===== src/hw/tap_supervisor_pkg.sv =====
/*
  constants, types and timing figures for the tap changer supervisor.
  assumes a single 100 mhz clock domain and synchronous binary inputs.
*/
package tap_supervisor_pkg;

  localparam int num_inputs = 8;
  localparam int func_width = 6;
  localparam logic [5:0] func_busy = 6'h07;
  localparam logic [5:0] func_err_level = 6'h0e;
  localparam logic [5:0] func_err_pulse = 6'h29;

  // tap position field
  localparam int tap_width = 8;
  localparam logic [7:0] tap_reset = 8'h00;

  // one millisecond tick from the 100 mhz clock
  localparam int clk_period_ns = 10;
  localparam int tick_ns = 1000000;
  localparam int tick_cycles = tick_ns / clk_period_ns;
  localparam int ms_width = 20;
  localparam int guard_extra_s = 2;
  localparam int guard_extra_ms = guard_extra_s * 1000;
  localparam int pulse_ms = 100;

  // supervisor states, one-hot encoded
  typedef enum logic [4:0] {
    st_idle = 5'b00001,
    st_busy = 5'b00010,
    st_error = 5'b00100,
    st_guard = 5'b01000,
    st_unused = 5'b10000
  } sup_state_type;

endpackage


===== src/hw/ms_ticker.sv =====
/*
  millisecond tick generator.
  assumes the 100 mhz system clock and a synchronous active-low reset.
*/
`timescale 1ns/1ps
module ms_ticker
  import tap_supervisor_pkg::*;
#(
  parameter int tick_len = tick_cycles
) (
  // clock and reset
  input wire logic clk,
  input wire logic nrst,
  // tick
  output logic tick_q
);

  logic [31:0] cnt_q;

  always_ff @(posedge clk) begin
    if (!nrst) begin
      cnt_q <= 32'h0;
      tick_q <= 1'b0;
    end else if (cnt_q == 32'(tick_len - 1)) begin
      cnt_q <= 32'h0;
      tick_q <= 1'b1;
    end else begin
      cnt_q <= cnt_q + 32'h1;
      tick_q <= 1'b0;
    end
  end

endmodule // ms_ticker


===== src/hw/tap_changer_supervisor.sv =====
/*
  tap changer supervisor: tap position decode, busy supervision,
  changer error level and pulse, command guard time.
  assumes inputs synchronous to clk and settings held steady by software.
*/
`timescale 1ns/1ps
module tap_changer_supervisor
  import tap_supervisor_pkg::*;
#(
  parameter int tick_len = tick_cycles
) (
  // clock and reset
  input wire logic clk,
  input wire logic nrst,
  // binary inputs and their assigned functions
  input wire logic [7:0] bin_in,
  input wire logic [47:0] bin_func,
  // position inputs
  input wire logic digit_weight_one,
  input wire logic digit_weight_two,
  input wire logic digit_weight_four,
  input wire logic digit_weight_eight,
  input wire logic digit_weight_ten,
  input wire logic digit_weight_twenty,
  input wire logic digit_weight_forty,
  input wire logic tap_sign_negative,
  input wire logic binary_weight_sixteen,
  input wire logic binary_weight_thirtytwo,
  // settings
  input wire logic tap_ind_enable,
  input wire logic binary_mode,
  input wire logic paired,
  input wire logic [19:0] max_op_ms,
  // companion unit
  input wire logic companion_busy,
  input wire logic companion_error,
  // tap command handshake
  input wire logic tap_cmd_req,
  output logic tap_cmd_grant_q,
  output logic cmd_blocked_q,
  // tap display
  output logic [7:0] tap_pos_q,
  output logic tap_valid_q,
  output logic tap_dashes_q,
  // status
  output logic [7:0] input_active_q,
  output logic changer_busy_q,
  // relay outputs by function
  output logic [7:0] relay_out_q
);

  // -------------------------------------------------------------
  // helpers
  // -------------------------------------------------------------
  function automatic logic [7:0] decode_tap(
    input logic bin_mode,
    input logic [9:0] w
  );
    logic [7:0] sum;
    sum = 8'h00;
    sum = {7'h0, w[0]} + {6'h0, w[1], 1'b0} + {5'h0, w[2], 2'b0}
        + {4'h0, w[3], 3'b0};
    if (bin_mode)
      sum = sum + {3'h0, w[8], 4'h0} + {2'h0, w[9], 5'h0};
    else begin
      sum = sum + (w[4] ? 8'h0a : 8'h00) + (w[5] ? 8'h14 : 8'h00)
          + (w[6] ? 8'h28 : 8'h00);
      if (w[7])
        sum = 8'(-sum);
    end
    return sum;
  endfunction

  logic tick;
  ms_ticker #(.tick_len(tick_len)) u_tick (
    .clk(clk),
    .nrst(nrst),
    .tick_q(tick)
  );

  // -------------------------------------------------------------
  // input reporting and busy decode
  // -------------------------------------------------------------
  logic local_busy;
  logic busy_wired;
  always_comb begin
    local_busy = 1'b0;
    busy_wired = 1'b0;
    for (int i = 0; i < num_inputs; i++) begin
      if (bin_func[i*func_width +: func_width] == func_busy) begin
        busy_wired = 1'b1;
        local_busy = local_busy | bin_in[i];
      end
    end
  end

  always_ff @(posedge clk) begin
    if (!nrst)
      input_active_q <= 8'h00;
    else
      input_active_q <= bin_in;
  end

  // -------------------------------------------------------------
  // tap position
  // -------------------------------------------------------------
  always_ff @(posedge clk) begin
    if (!nrst) begin
      tap_pos_q <= tap_reset;
      tap_valid_q <= 1'b0;
      tap_dashes_q <= 1'b1;
    end else if (tap_ind_enable) begin
      tap_pos_q <= decode_tap(binary_mode, {binary_weight_thirtytwo,
        binary_weight_sixteen, tap_sign_negative, digit_weight_forty,
        digit_weight_twenty, digit_weight_ten, digit_weight_eight,
        digit_weight_four, digit_weight_two, digit_weight_one});
      tap_valid_q <= 1'b1;
      tap_dashes_q <= 1'b0;
    end else begin
      tap_pos_q <= tap_reset;
      tap_valid_q <= 1'b0;
      tap_dashes_q <= 1'b1;
    end
  end

  // -------------------------------------------------------------
  // busy supervision
  // -------------------------------------------------------------
  logic [19:0] busy_ms_q;
  logic local_err_q;

  always_ff @(posedge clk) begin
    if (!nrst) begin
      busy_ms_q <= 20'h0;
      local_err_q <= 1'b0;
    end else if (!busy_wired || !local_busy) begin
      busy_ms_q <= 20'h0;
      local_err_q <= 1'b0;
    end else begin
      if (tick && busy_ms_q != 20'hfffff)
        busy_ms_q <= busy_ms_q + 20'h1;
      if (busy_ms_q > max_op_ms)
        local_err_q <= 1'b1;
    end
  end

  logic err_now;
  assign err_now = local_err_q | (paired & companion_error);

  always_ff @(posedge clk) begin
    if (!nrst)
      changer_busy_q <= 1'b0;
    else
      changer_busy_q <= (busy_wired & local_busy) | (paired & companion_busy);
  end

  // -------------------------------------------------------------
  // error pulse, one per event
  // -------------------------------------------------------------
  logic armed_q;
  logic pulse_q;
  logic [19:0] pulse_ms_q;

  always_ff @(posedge clk) begin
    if (!nrst) begin
      armed_q <= 1'b1;
      pulse_q <= 1'b0;
      pulse_ms_q <= 20'h0;
    end else if (err_now && armed_q) begin
      armed_q <= 1'b0;
      pulse_q <= 1'b1;
      pulse_ms_q <= 20'h0;
    end else begin
      if (!err_now)
        armed_q <= 1'b1;
      if (pulse_q && tick) begin
        pulse_ms_q <= pulse_ms_q + 20'h1;
        if (pulse_ms_q == 20'(pulse_ms - 1))
          pulse_q <= 1'b0;
      end
    end
  end

  always_ff @(posedge clk) begin
    if (!nrst)
      relay_out_q <= 8'h00;
    else
      for (int i = 0; i < num_inputs; i++) begin
        if (bin_func[i*func_width +: func_width] == func_err_level)
          relay_out_q[i] <= err_now;
        else if (bin_func[i*func_width +: func_width] == func_err_pulse)
          relay_out_q[i] <= pulse_q;
        else
          relay_out_q[i] <= 1'b0;
      end
  end

  // -------------------------------------------------------------
  // command guard when no busy input exists
  // -------------------------------------------------------------
  sup_state_type state_q;
  logic [19:0] guard_ms_q;
  logic [20:0] guard_limit;
  logic no_busy_source;
  assign guard_limit = {1'b0, max_op_ms} + 21'(guard_extra_ms);
  assign no_busy_source = !busy_wired && !paired;

  always_ff @(posedge clk) begin
    if (!nrst) begin
      state_q <= st_idle;
      guard_ms_q <= 20'h0;
      tap_cmd_grant_q <= 1'b0;
      cmd_blocked_q <= 1'b0;
    end else begin
      tap_cmd_grant_q <= 1'b0;
      case (state_q)
        st_idle: begin
          cmd_blocked_q <= 1'b0;
          if (tap_cmd_req) begin
            tap_cmd_grant_q <= 1'b1;
            guard_ms_q <= 20'h0;
            if (no_busy_source) begin
              state_q <= st_guard;
              cmd_blocked_q <= 1'b1;
            end
          end
        end
        st_guard: begin
          if (tick)
            guard_ms_q <= guard_ms_q + 20'h1;
          // ticks are not phase aligned to the grant, so wait one past
          // the limit to never release early
          if ({1'b0, guard_ms_q} > guard_limit) begin
            state_q <= st_idle;
            cmd_blocked_q <= 1'b0;
          end
        end
        default: begin
          state_q <= st_idle;
          cmd_blocked_q <= 1'b0;
        end
      endcase
    end
  end

endmodule // tap_changer_supervisor


===== config.mk =====
export PLATFORM = sky130hd
export DESIGN_NAME = tap_changer_supervisor
export DESIGN_NICKNAME = d
export VERILOG_FILES = /design/src/hw/tap_supervisor_pkg.sv /design/src/hw/ms_ticker.sv /design/src/hw/tap_changer_supervisor.sv
export SDC_FILE = /design/constraint.sdc
export NUM_CORES = 1
export LEC_CHECK = 0
export BUFFER_PORTS_ARGS = -buffer_cell sky130_fd_sc_hd__buf_2
export CELL_PAD_IN_SITES_DETAIL_PLACEMENT = 1
export CELL_PAD_IN_SITES_GLOBAL_PLACEMENT = 1
export CORE_UTILIZATION = 46
export CTS_CLUSTER_SIZE = 10
export DETAILED_ROUTE_END_ITERATION = 12
export PLACE_DENSITY = 0.95
export SLEW_MARGIN = 20
export SYNTH_ARGS = -nofsm -noshare
export SYNTH_HDL_FRONTEND = slang
export SYNTH_HIERARCHICAL = 1
export SYNTH_SLANG_ARGS = --single-unit

===== constraint.sdc =====
create_clock -name clk -period 4.89 [get_ports clk]
set_clock_uncertainty 0.1 [all_clocks]
set_input_delay 0.489 -clock clk [delete_from_list [all_inputs] [get_ports clk]]
set_output_delay 0.489 -clock clk [all_outputs]
set_load 0.005 [all_outputs]

==> impl_results.md, run 1 <==
- Outcome: finished, final reports clean
- Sequential area share after synthesis: 35.1%
- Hold_sp: bin_in[7]
- Latest clock arrival within the worst-skew pair: 0.43 ns
- Global-route wire length before repair: 40,100 µm
- Sequential power share: 42.2%
- DIE AREA: 16,200 µm²
- Dpl hpwl: 17,100 µm
- Area growth syn-to-layout: 18.7%
- Die height: 127 µm
- Critical path endpoint category: flop
- GPL Wtd Cong: 0.867
- Top_reg_cell synth: dfxtp_1
- Max Cap Viol: 0
- IR drop worst, VDD: 0.000267 V
- Yosys warnings: 6
- DRC marker count from the first detailed-route iteration: 630
- Yosys reg bits: 127
- Tot GR Track Use: 31.7%
- Least-Margin Pin Slew: 1.02 ns
- Nets: 1,129
- Syn Area/Cell: 8.36 µm²
- # hold bufs at CTS: 0
- Worst-path clk slew: 0.06 ns
- Sw Pwr: 0.648 mW
- Mapped Nets: 1,013
- Setup Buffers After CTS: 0
- FFs w/ async S/R, synth: 0%
- Setup TNS: 0 ns
- Grt total ovfl: 0
- Clk pwr share: 48.7%
- Crit Path Category: primary input to flop
- Post-synth EDFFs: 0
- Tcrit/Tclk final: 66.0%
- Width of the die: 127 µm
- Vias/cell: 6.07
- Cells on worst reg2reg path: 5
- Hold EP: input_active_q[7]
- Vias: 7,328
- Worst Path Arrival: 3.43 ns
- Pin count of the biggest net entering global routing: 32
- Vias in the first global route: 7,828
- Flop-to-flop setup slack: 2.29 ns
- CTS Buf Count: 17
- Layout cells sized above 1: 16.9%
- Routed WL: 24,800 µm
- Final Max Slew Viols: 0
- CTS tree: yes
- RSZ-0062 raised after global routing: false
- Post-layout min period: 3.23 ns
- CTS Sinks: 127
- Placed cells: 1,174
- H-Tree Level Count: 4
- Peak Freq: 0.310 GHz
- Combinational power share: 9.2%
- CTS max path bufs: 2
- Pwr Density: 293 nW/µm²
- Crit path launch type: primary input
- Crit path max fanout: 5
- Core Area: 15,300 µm²
- Max-slew headroom at the worst pin: 32.0%
- Post-route ant nets: 0
- Final hold viol count: 0
- Post-CTS resize count: 0
- Core Rows: 45
- # setup viols final: 0
- Internal power: 1.87 mW
- Final core occ: 56.3%
- Final std cells w/o fill: 1,207
- Tot Pwr: 2.52 mW
- Buffers on Ports: 122
- CP required: 5.09 ns
- FILL cells: 1,890
- Leakage power: 3.45 nW
- Initial Util: 47.4%
- Hold Crit Depth: 2
- WL/cell: 20.6 µm
- Pre-antenna DRT Iters: 6
- Net Sw Frac: 25.8%
- R2R Path Start: u_tick/cnt_q[8]
- Synthesized instance count: 866
- I/O pin total: 123
- Root Buffer: clkbuf_16
- HP Class: primary input to flop
- Initial antenna violation count: 1
- Post-synth cell types: 56
- Drt drc: 0
- Reg2reg end: u_tick/cnt_q[4]
- Post-Syn Area: 7240 µm²
[state kept, by name, summed over array words and instances, names as in the netlist]
signal and flops:
armed_q 1, busy_ms_q 20, changer_busy_q 1, cmd_blocked_q 1
guard_ms_q 20, input_active_q 8, local_err_q 1, pulse_ms_q 20
pulse_q 1, relay_out_q 8, state_q 2, tap_cmd_grant_q 1
tap_dashes_q 1, tap_pos_q 8, tap_valid_q 1, u_tick/cnt_q 32
u_tick/tick_q 1
[power groups by stage]
| stage | Clock [mW] | Combinational [mW] | Sequential (mW) |
|---|---|---|---|
| finish | 1.22 | 0.230 | 1.06 |
| global placement | 0 | 0.212 | 1.08 |
| floorplan | 0 | 0.123 | 1.08 |
| detailed placement | 0 | 0.225 | 1.08 |
| CTS | 1.24 | 0.229 | 1.06 |
| global route | 1.28 | 0.254 | 1.06 |
[layout by cell type, fill, tap and decap left out, types with 11 or more instances in the layout]
cell / instances
or3_1: 11
nor4_1: 22
nand4_1: 42
nand3_1: 44
nor3_1: 31
xnor2_1: 66
and3_1: 12
clkbuf_16: 17
and2_1: 12
buf_2: 122
a21oi_1: 38
and4_1: 11
o21ai_0: 20
dfxtp_1: 127
nand2_1: 57
ha_1: 51
nor2_1: 108
inv_1: 46
xor2_1: 24
[cells by family after synthesis]
kind of cell | Yosys count | share of synthesized area, %
muxes | 5 | 0.691
buffers and inverters | 72 | 3.89
DFF | 127 | 35.1
adders and majority gates | 53 | 9.37
and+or+nand+nor | 406 | 30.3
xor gates and xnor gates | 90 | 10.9
AOI/OAI and AO/OA | 113 | 9.75
[stage by stage]
stage | setup WS [ns] | hold WS [ns] | area (µm²)
finish | 1.66 | 0.180 | 8590
global route | 1.38 | 0.170 | 8590
CTS | 1.68 | 0.171 | 8580
detailed placement | 1.28 | 0.380 | 8010
global placement | 1.45 | 0.340 | 8010
floorplan | 1.82 | 0.326 | 7240
[synthesized netlist by cell type (all sizes together), types with 2 or more instances]
cell type / count / area share, %
xor2: 24 / 2.9
xnor2: 66 / 8.0
nand4: 43 / 3.8
o31ai: 3 / 0.31
a21o: 5 / 0.52
or2: 2 / 0.17
and4: 11 / 1.3
a21oi: 38 / 2.6
a211oi: 6 / 0.62
nor4b: 5 / 0.60
nand3: 44 / 3.0
clkbuf: 22 / 1.1
a311oi: 2 / 0.24
nor2: 110 / 5.8
o2111ai: 4 / 0.48
nand4b: 8 / 0.97
nor3: 31 / 2.1
dfxtp: 127 / 35
inv: 46 / 2.4
buf: 4 / 0.36
ha: 51 / 8.8
a21boi: 3 / 0.31
and3: 12 / 1.0
nor2b: 4 / 0.35
or4: 7 / 0.83
o211ai: 6 / 0.62
nand2: 57 / 3.0
mux2i: 5 / 0.69
or3: 12 / 1.1
o21a: 5 / 0.52
o21ai: 23 / 1.6
and2: 13 / 1.1
o22ai: 9 / 0.78
and4b: 9 / 1.2
nor4: 23 / 2.1
a31oi: 4 / 0.43
and3b: 10 / 1.2
nand3b: 3 / 0.31
fa: 2 / 0.55
[critical path: stages]
cell      delay, ns
buf_2          0.13
or4_4          0.54
a211oi_1       0.60
nor2_1         0.15
xnor2_1        0.18
ha_1           0.31
nand4_1        0.14
nor4_1         0.41
o31ai_1        0.15
a31oi_2        0.20
o21ai_0        0.13
[routing by layer]
metal | share of wire, % | track usage [%] | up-vias
met2 | 50 | 54.7 | 293
met1 | 40 | 35.0 | 3573
met4 | 4.6 | 18.7 | 0
li1 | - | - | 3345
met5 | 0 | 0 | -
met3 | 6.1 | 8.63 | 117
[area by class of cell]
cell class              instances  area (µm²)  share of cell area [%]
clock buffers                  19         453                    5.27
flip-flops and latches        127        2540                    29.6
multi-input cells             667        4420                    51.5
clock inverters                13         115                    1.34
inverters                      46         173                    2.01
diodes                          1        2.50                  0.0291
well taps                     211         264                    3.07
repair buffers                123         618                    7.20
[worst max-delay path by stage]
stage | start | endpoint | depth (start not counted)
floorplan | max_op_ms[8] | state_q[0] | 10
global placement | max_op_ms[8] | cmd_blocked_q | 11
detailed placement | max_op_ms[8] | cmd_blocked_q | 11
CTS | max_op_ms[8] | cmd_blocked_q | 11
global route | max_op_ms[8] | cmd_blocked_q | 11
finish | max_op_ms[8] | cmd_blocked_q | 11
No activity file was read; power rests on OpenSTA's default activity.
==> inputs of run 2 (changes only) <==
--- a/config.mk
+++ b/config.mk
@@ -8,10 +8,10 @@
 export BUFFER_PORTS_ARGS = -buffer_cell sky130_fd_sc_hd__buf_2
 export CELL_PAD_IN_SITES_DETAIL_PLACEMENT = 1
 export CELL_PAD_IN_SITES_GLOBAL_PLACEMENT = 1
-export CORE_UTILIZATION = 46
+export CORE_UTILIZATION = 42
 export CTS_CLUSTER_SIZE = 10
 export DETAILED_ROUTE_END_ITERATION = 12
-export PLACE_DENSITY = 0.95
+export PLACE_DENSITY = 0.9
 export SLEW_MARGIN = 20
 export SYNTH_ARGS = -nofsm -noshare
 export SYNTH_HDL_FRONTEND = slang
==> constraint.sdc (replaced) <==
create_clock -name clk -period 3.4 [get_ports clk]
set_clock_uncertainty 0.1 [all_clocks]
set_input_delay 0.34 -clock clk [delete_from_list [all_inputs] [get_ports clk]]
set_output_delay 0.34 -clock clk [all_outputs]
set_load 0.005 [all_outputs]
==> impl_results.md, run 2 (same netlist as run 1, synthesis figures left out) <==
- Outcome: finished, final reports clean
- Tot GR Track Use: 25.4% (-6.3 points)
- Leakage power: 3.52 nW (+1.9%)
- Biggest register: u_tick/cnt_q
- Post-route design area: 8700 µm² (+1.2%)
- Max incr delay on CP: 0.54 ns (-0.06 ns)
- Layout cells sized above 1: 17.2% (+0.33 points)
- Post-CTS resize count: 0 (unchanged)
- Post-layout min period: 3.01 ns
- HP Class: primary input to flop
- Crit path max-delay family: simple AND/OR/NAND/NOR gates
- RSZ-0062 raised after global routing: false
- CTS max path bufs: 2 (unchanged)
- WL/cell: 18.3 µm (-11%)
- Reg2reg end: u_tick/cnt_q[18]
- Post-route ant nets: 0 (unchanged)
- DRC marker count from the first detailed-route iteration: 394 (-37%)
- Vias in the first global route: 7,172 (-8.4%)
- Cells on worst reg2reg path: 6 (+1)
- Core Area: 16,700 µm² (+9.5%)
- Sw Pwr: 0.910 mW (+40%)
- Commonest non-fill, non-tap cell in the layout: dfxtp_1
- Worst-path cell chain: buf_2, or4_4, or3_4, nand4_1, or3_1, xnor2_1, ha_1, nand4_1, nor4_1, o31ai_1, a31oi_2, o21ai_0
- CTS Buf Count: 17 (unchanged)
- CP Buf/Inv Count: 1 (unchanged)
- Setup TNS: 0 ns (unchanged)
- Final core occ: 52.1% (-4.2 points)
- Initial antenna violation count: 1 (unchanged)
- Nets: 1,133 (+0.35%)
- Combinational power share: 8.6% (-0.6 points)
- Vias: 6,959 (-5.0%)
- Drt drc: 0 (unchanged)
- R2R Path Start: u_tick/cnt_q[22]
- Root Buffer: clkbuf_16
- Sequential power share: 39.8% (-2.4 points)
- Cell area after placement: 8050 µm² (+0.52%)
- CTS tree: yes
- Max Cap Viol: 0 (unchanged)
- GPL Wtd Cong: 0.910 (+5.0%)
- Crit path launch type: primary input
- Grt total ovfl: 0 (unchanged)
- Crit Path Category: primary input to flop
- Final hold viol count: 0 (unchanged)
- Stages on worst setup path: 12 (+1)
- Peak Freq: 0.332 GHz
- Pwr Density: 440 nW/µm² (+50%)
- Area growth syn-to-layout: 20.1%
- Critical path endpoint category: flop
- Routed WL: 22,300 µm (-10%)
- Internal power: 2.91 mW (+56%)
- Tcrit/Tclk final: 88.5%
- I/O pin total: 123 (unchanged)
- Least-Margin Pin Slew: 1.01 ns (-0.0118 ns)
- Pin count of the biggest net entering global routing: 32 (unchanged)
- Setup ws final: 0.392 ns (-1.27 ns)
- CP max stage cell: or4_4
- # hold bufs at CTS: 0 (unchanged)
- Worst Path Arrival: 3.19 ns (-0.24 ns)
- Width of the die: 133 µm (+4.6%)
- Global-route wire length before repair: 36,200 µm (-9.8%)
- IR drop worst, VDD: 0.000364 V (+36%)
- Worst Setup SP: max_op_ms[8]
- Initial Util: 43.3% (-4.1 points)
- # setup viols final: 0 (unchanged)
- Leading cell types in the layout, fill and taps excluded: dfxtp_1, buf_2, nor2_1
- Most used cell, CP: nand4_1
- Die height: 133 µm (+4.6%)
- Clk pwr share: 51.6% (+2.9 points)
- Buffers on Ports: 122 (unchanged)
- Setup Buffers After CTS: 0 (unchanged)
- H-Tree Level Count: 4 (unchanged)
- Core Rows: 47 (+4.4%)
- CP required: 3.58 ns (-1.51 ns)
- Tot Pwr: 3.82 mW (+52%)
- Pre-antenna DRT Iters: 5 (-1)
- Vias/cell: 5.70 (-6.0%)
- Crit path max fanout: 5 (unchanged)
- Max-slew headroom at the worst pin: 32.8% (+0.79 points)
- CP Capture Point: cmd_blocked_q
- Flop-to-flop setup slack: 1.03 ns (-1.26 ns)
- Place WS: 0.120 ns (-1.16 ns)
- Hold Crit Depth: 2 (unchanged)
- Worst-path clk slew: 0.06 ns (about the same)
- Net Sw Frac: 23.8% (-2.0 points)
- CTS Sinks: 127 (unchanged)
- Latest clock arrival within the worst-skew pair: 0.42 ns (about the same)
- Dpl hpwl: 15,700 µm (-7.8%)
- Number of flip-flops in the largest register: 32 (unchanged)
- DIE AREA: 17,800 µm² (+9.4%)
- Final Max Slew Viols: 0 (unchanged)
[run 2: area by class of cell]
cell class,instances,area (µm²)
Sequential cell,127,2540
Multi-Input combinational cell,667,4410
Clock buffer,19,453
Antenna cell,1,2.50
Fill cell,2052,8010
Timing Repair Buffer,127,648
Tap cell,220,275
Inverter,46,173
Clock inverter,13,188
[run 2: routing by layer]
| metal | routed length [µm] | GRT usage, % |
|---|---|---|
| met1 | 9700 | 30.6 |
| met2 | 11300 | 45.5 |
| met3 | 897 | 5.21 |
| met4 | 345 | 7.45 |
| met5 | 0 | 0 |
[run 2: worst register-to-register path: cells and delay by family (launching register included)]
kind | cells | cell delay (ns)
AND/OR/NAND/NOR | 4 | 1.02
buffers and inverters | 1 | 0.33
flip-flops | 1 | 0.35
AO/OA/AOI/OAI | 1 | 0.47
[run 2: through the flow]
step	std cells	hold WS, ns
6_report	1220	0.0447
5_1_grt	1220	0.0402
4_1_cts	1219	0.0302
3_5_place_dp	1187	0.348
3_3_place_gp	1187	0.340
2_1_floorplan	866	0.326
[run 2: power groups by stage]
stage	clock network [mW]	registers (mW)	logic [mW]
after floorplan	0	1.55	0.177
after global placement	0	1.55	0.310
after detailed placement	0	1.55	0.324
after CTS	1.99	1.52	0.331
after global routing	2.05	1.52	0.364
final	1.97	1.52	0.331
[run 2: how the worst min path moves through the flow]
stage | end | startpoint | slack [ns]
after floorplan | u_tick/cnt_q[0] | u_tick/cnt_q[0] | 0.33
after global placement | u_tick/cnt_q[0] | u_tick/cnt_q[0] | 0.34
after detailed placement | u_tick/cnt_q[0] | u_tick/cnt_q[0] | 0.35
after CTS | input_active_q[7] | bin_in[7] | 0.03
after global routing | input_active_q[7] | bin_in[7] | 0.04
final | input_active_q[7] | bin_in[7] | 0.04
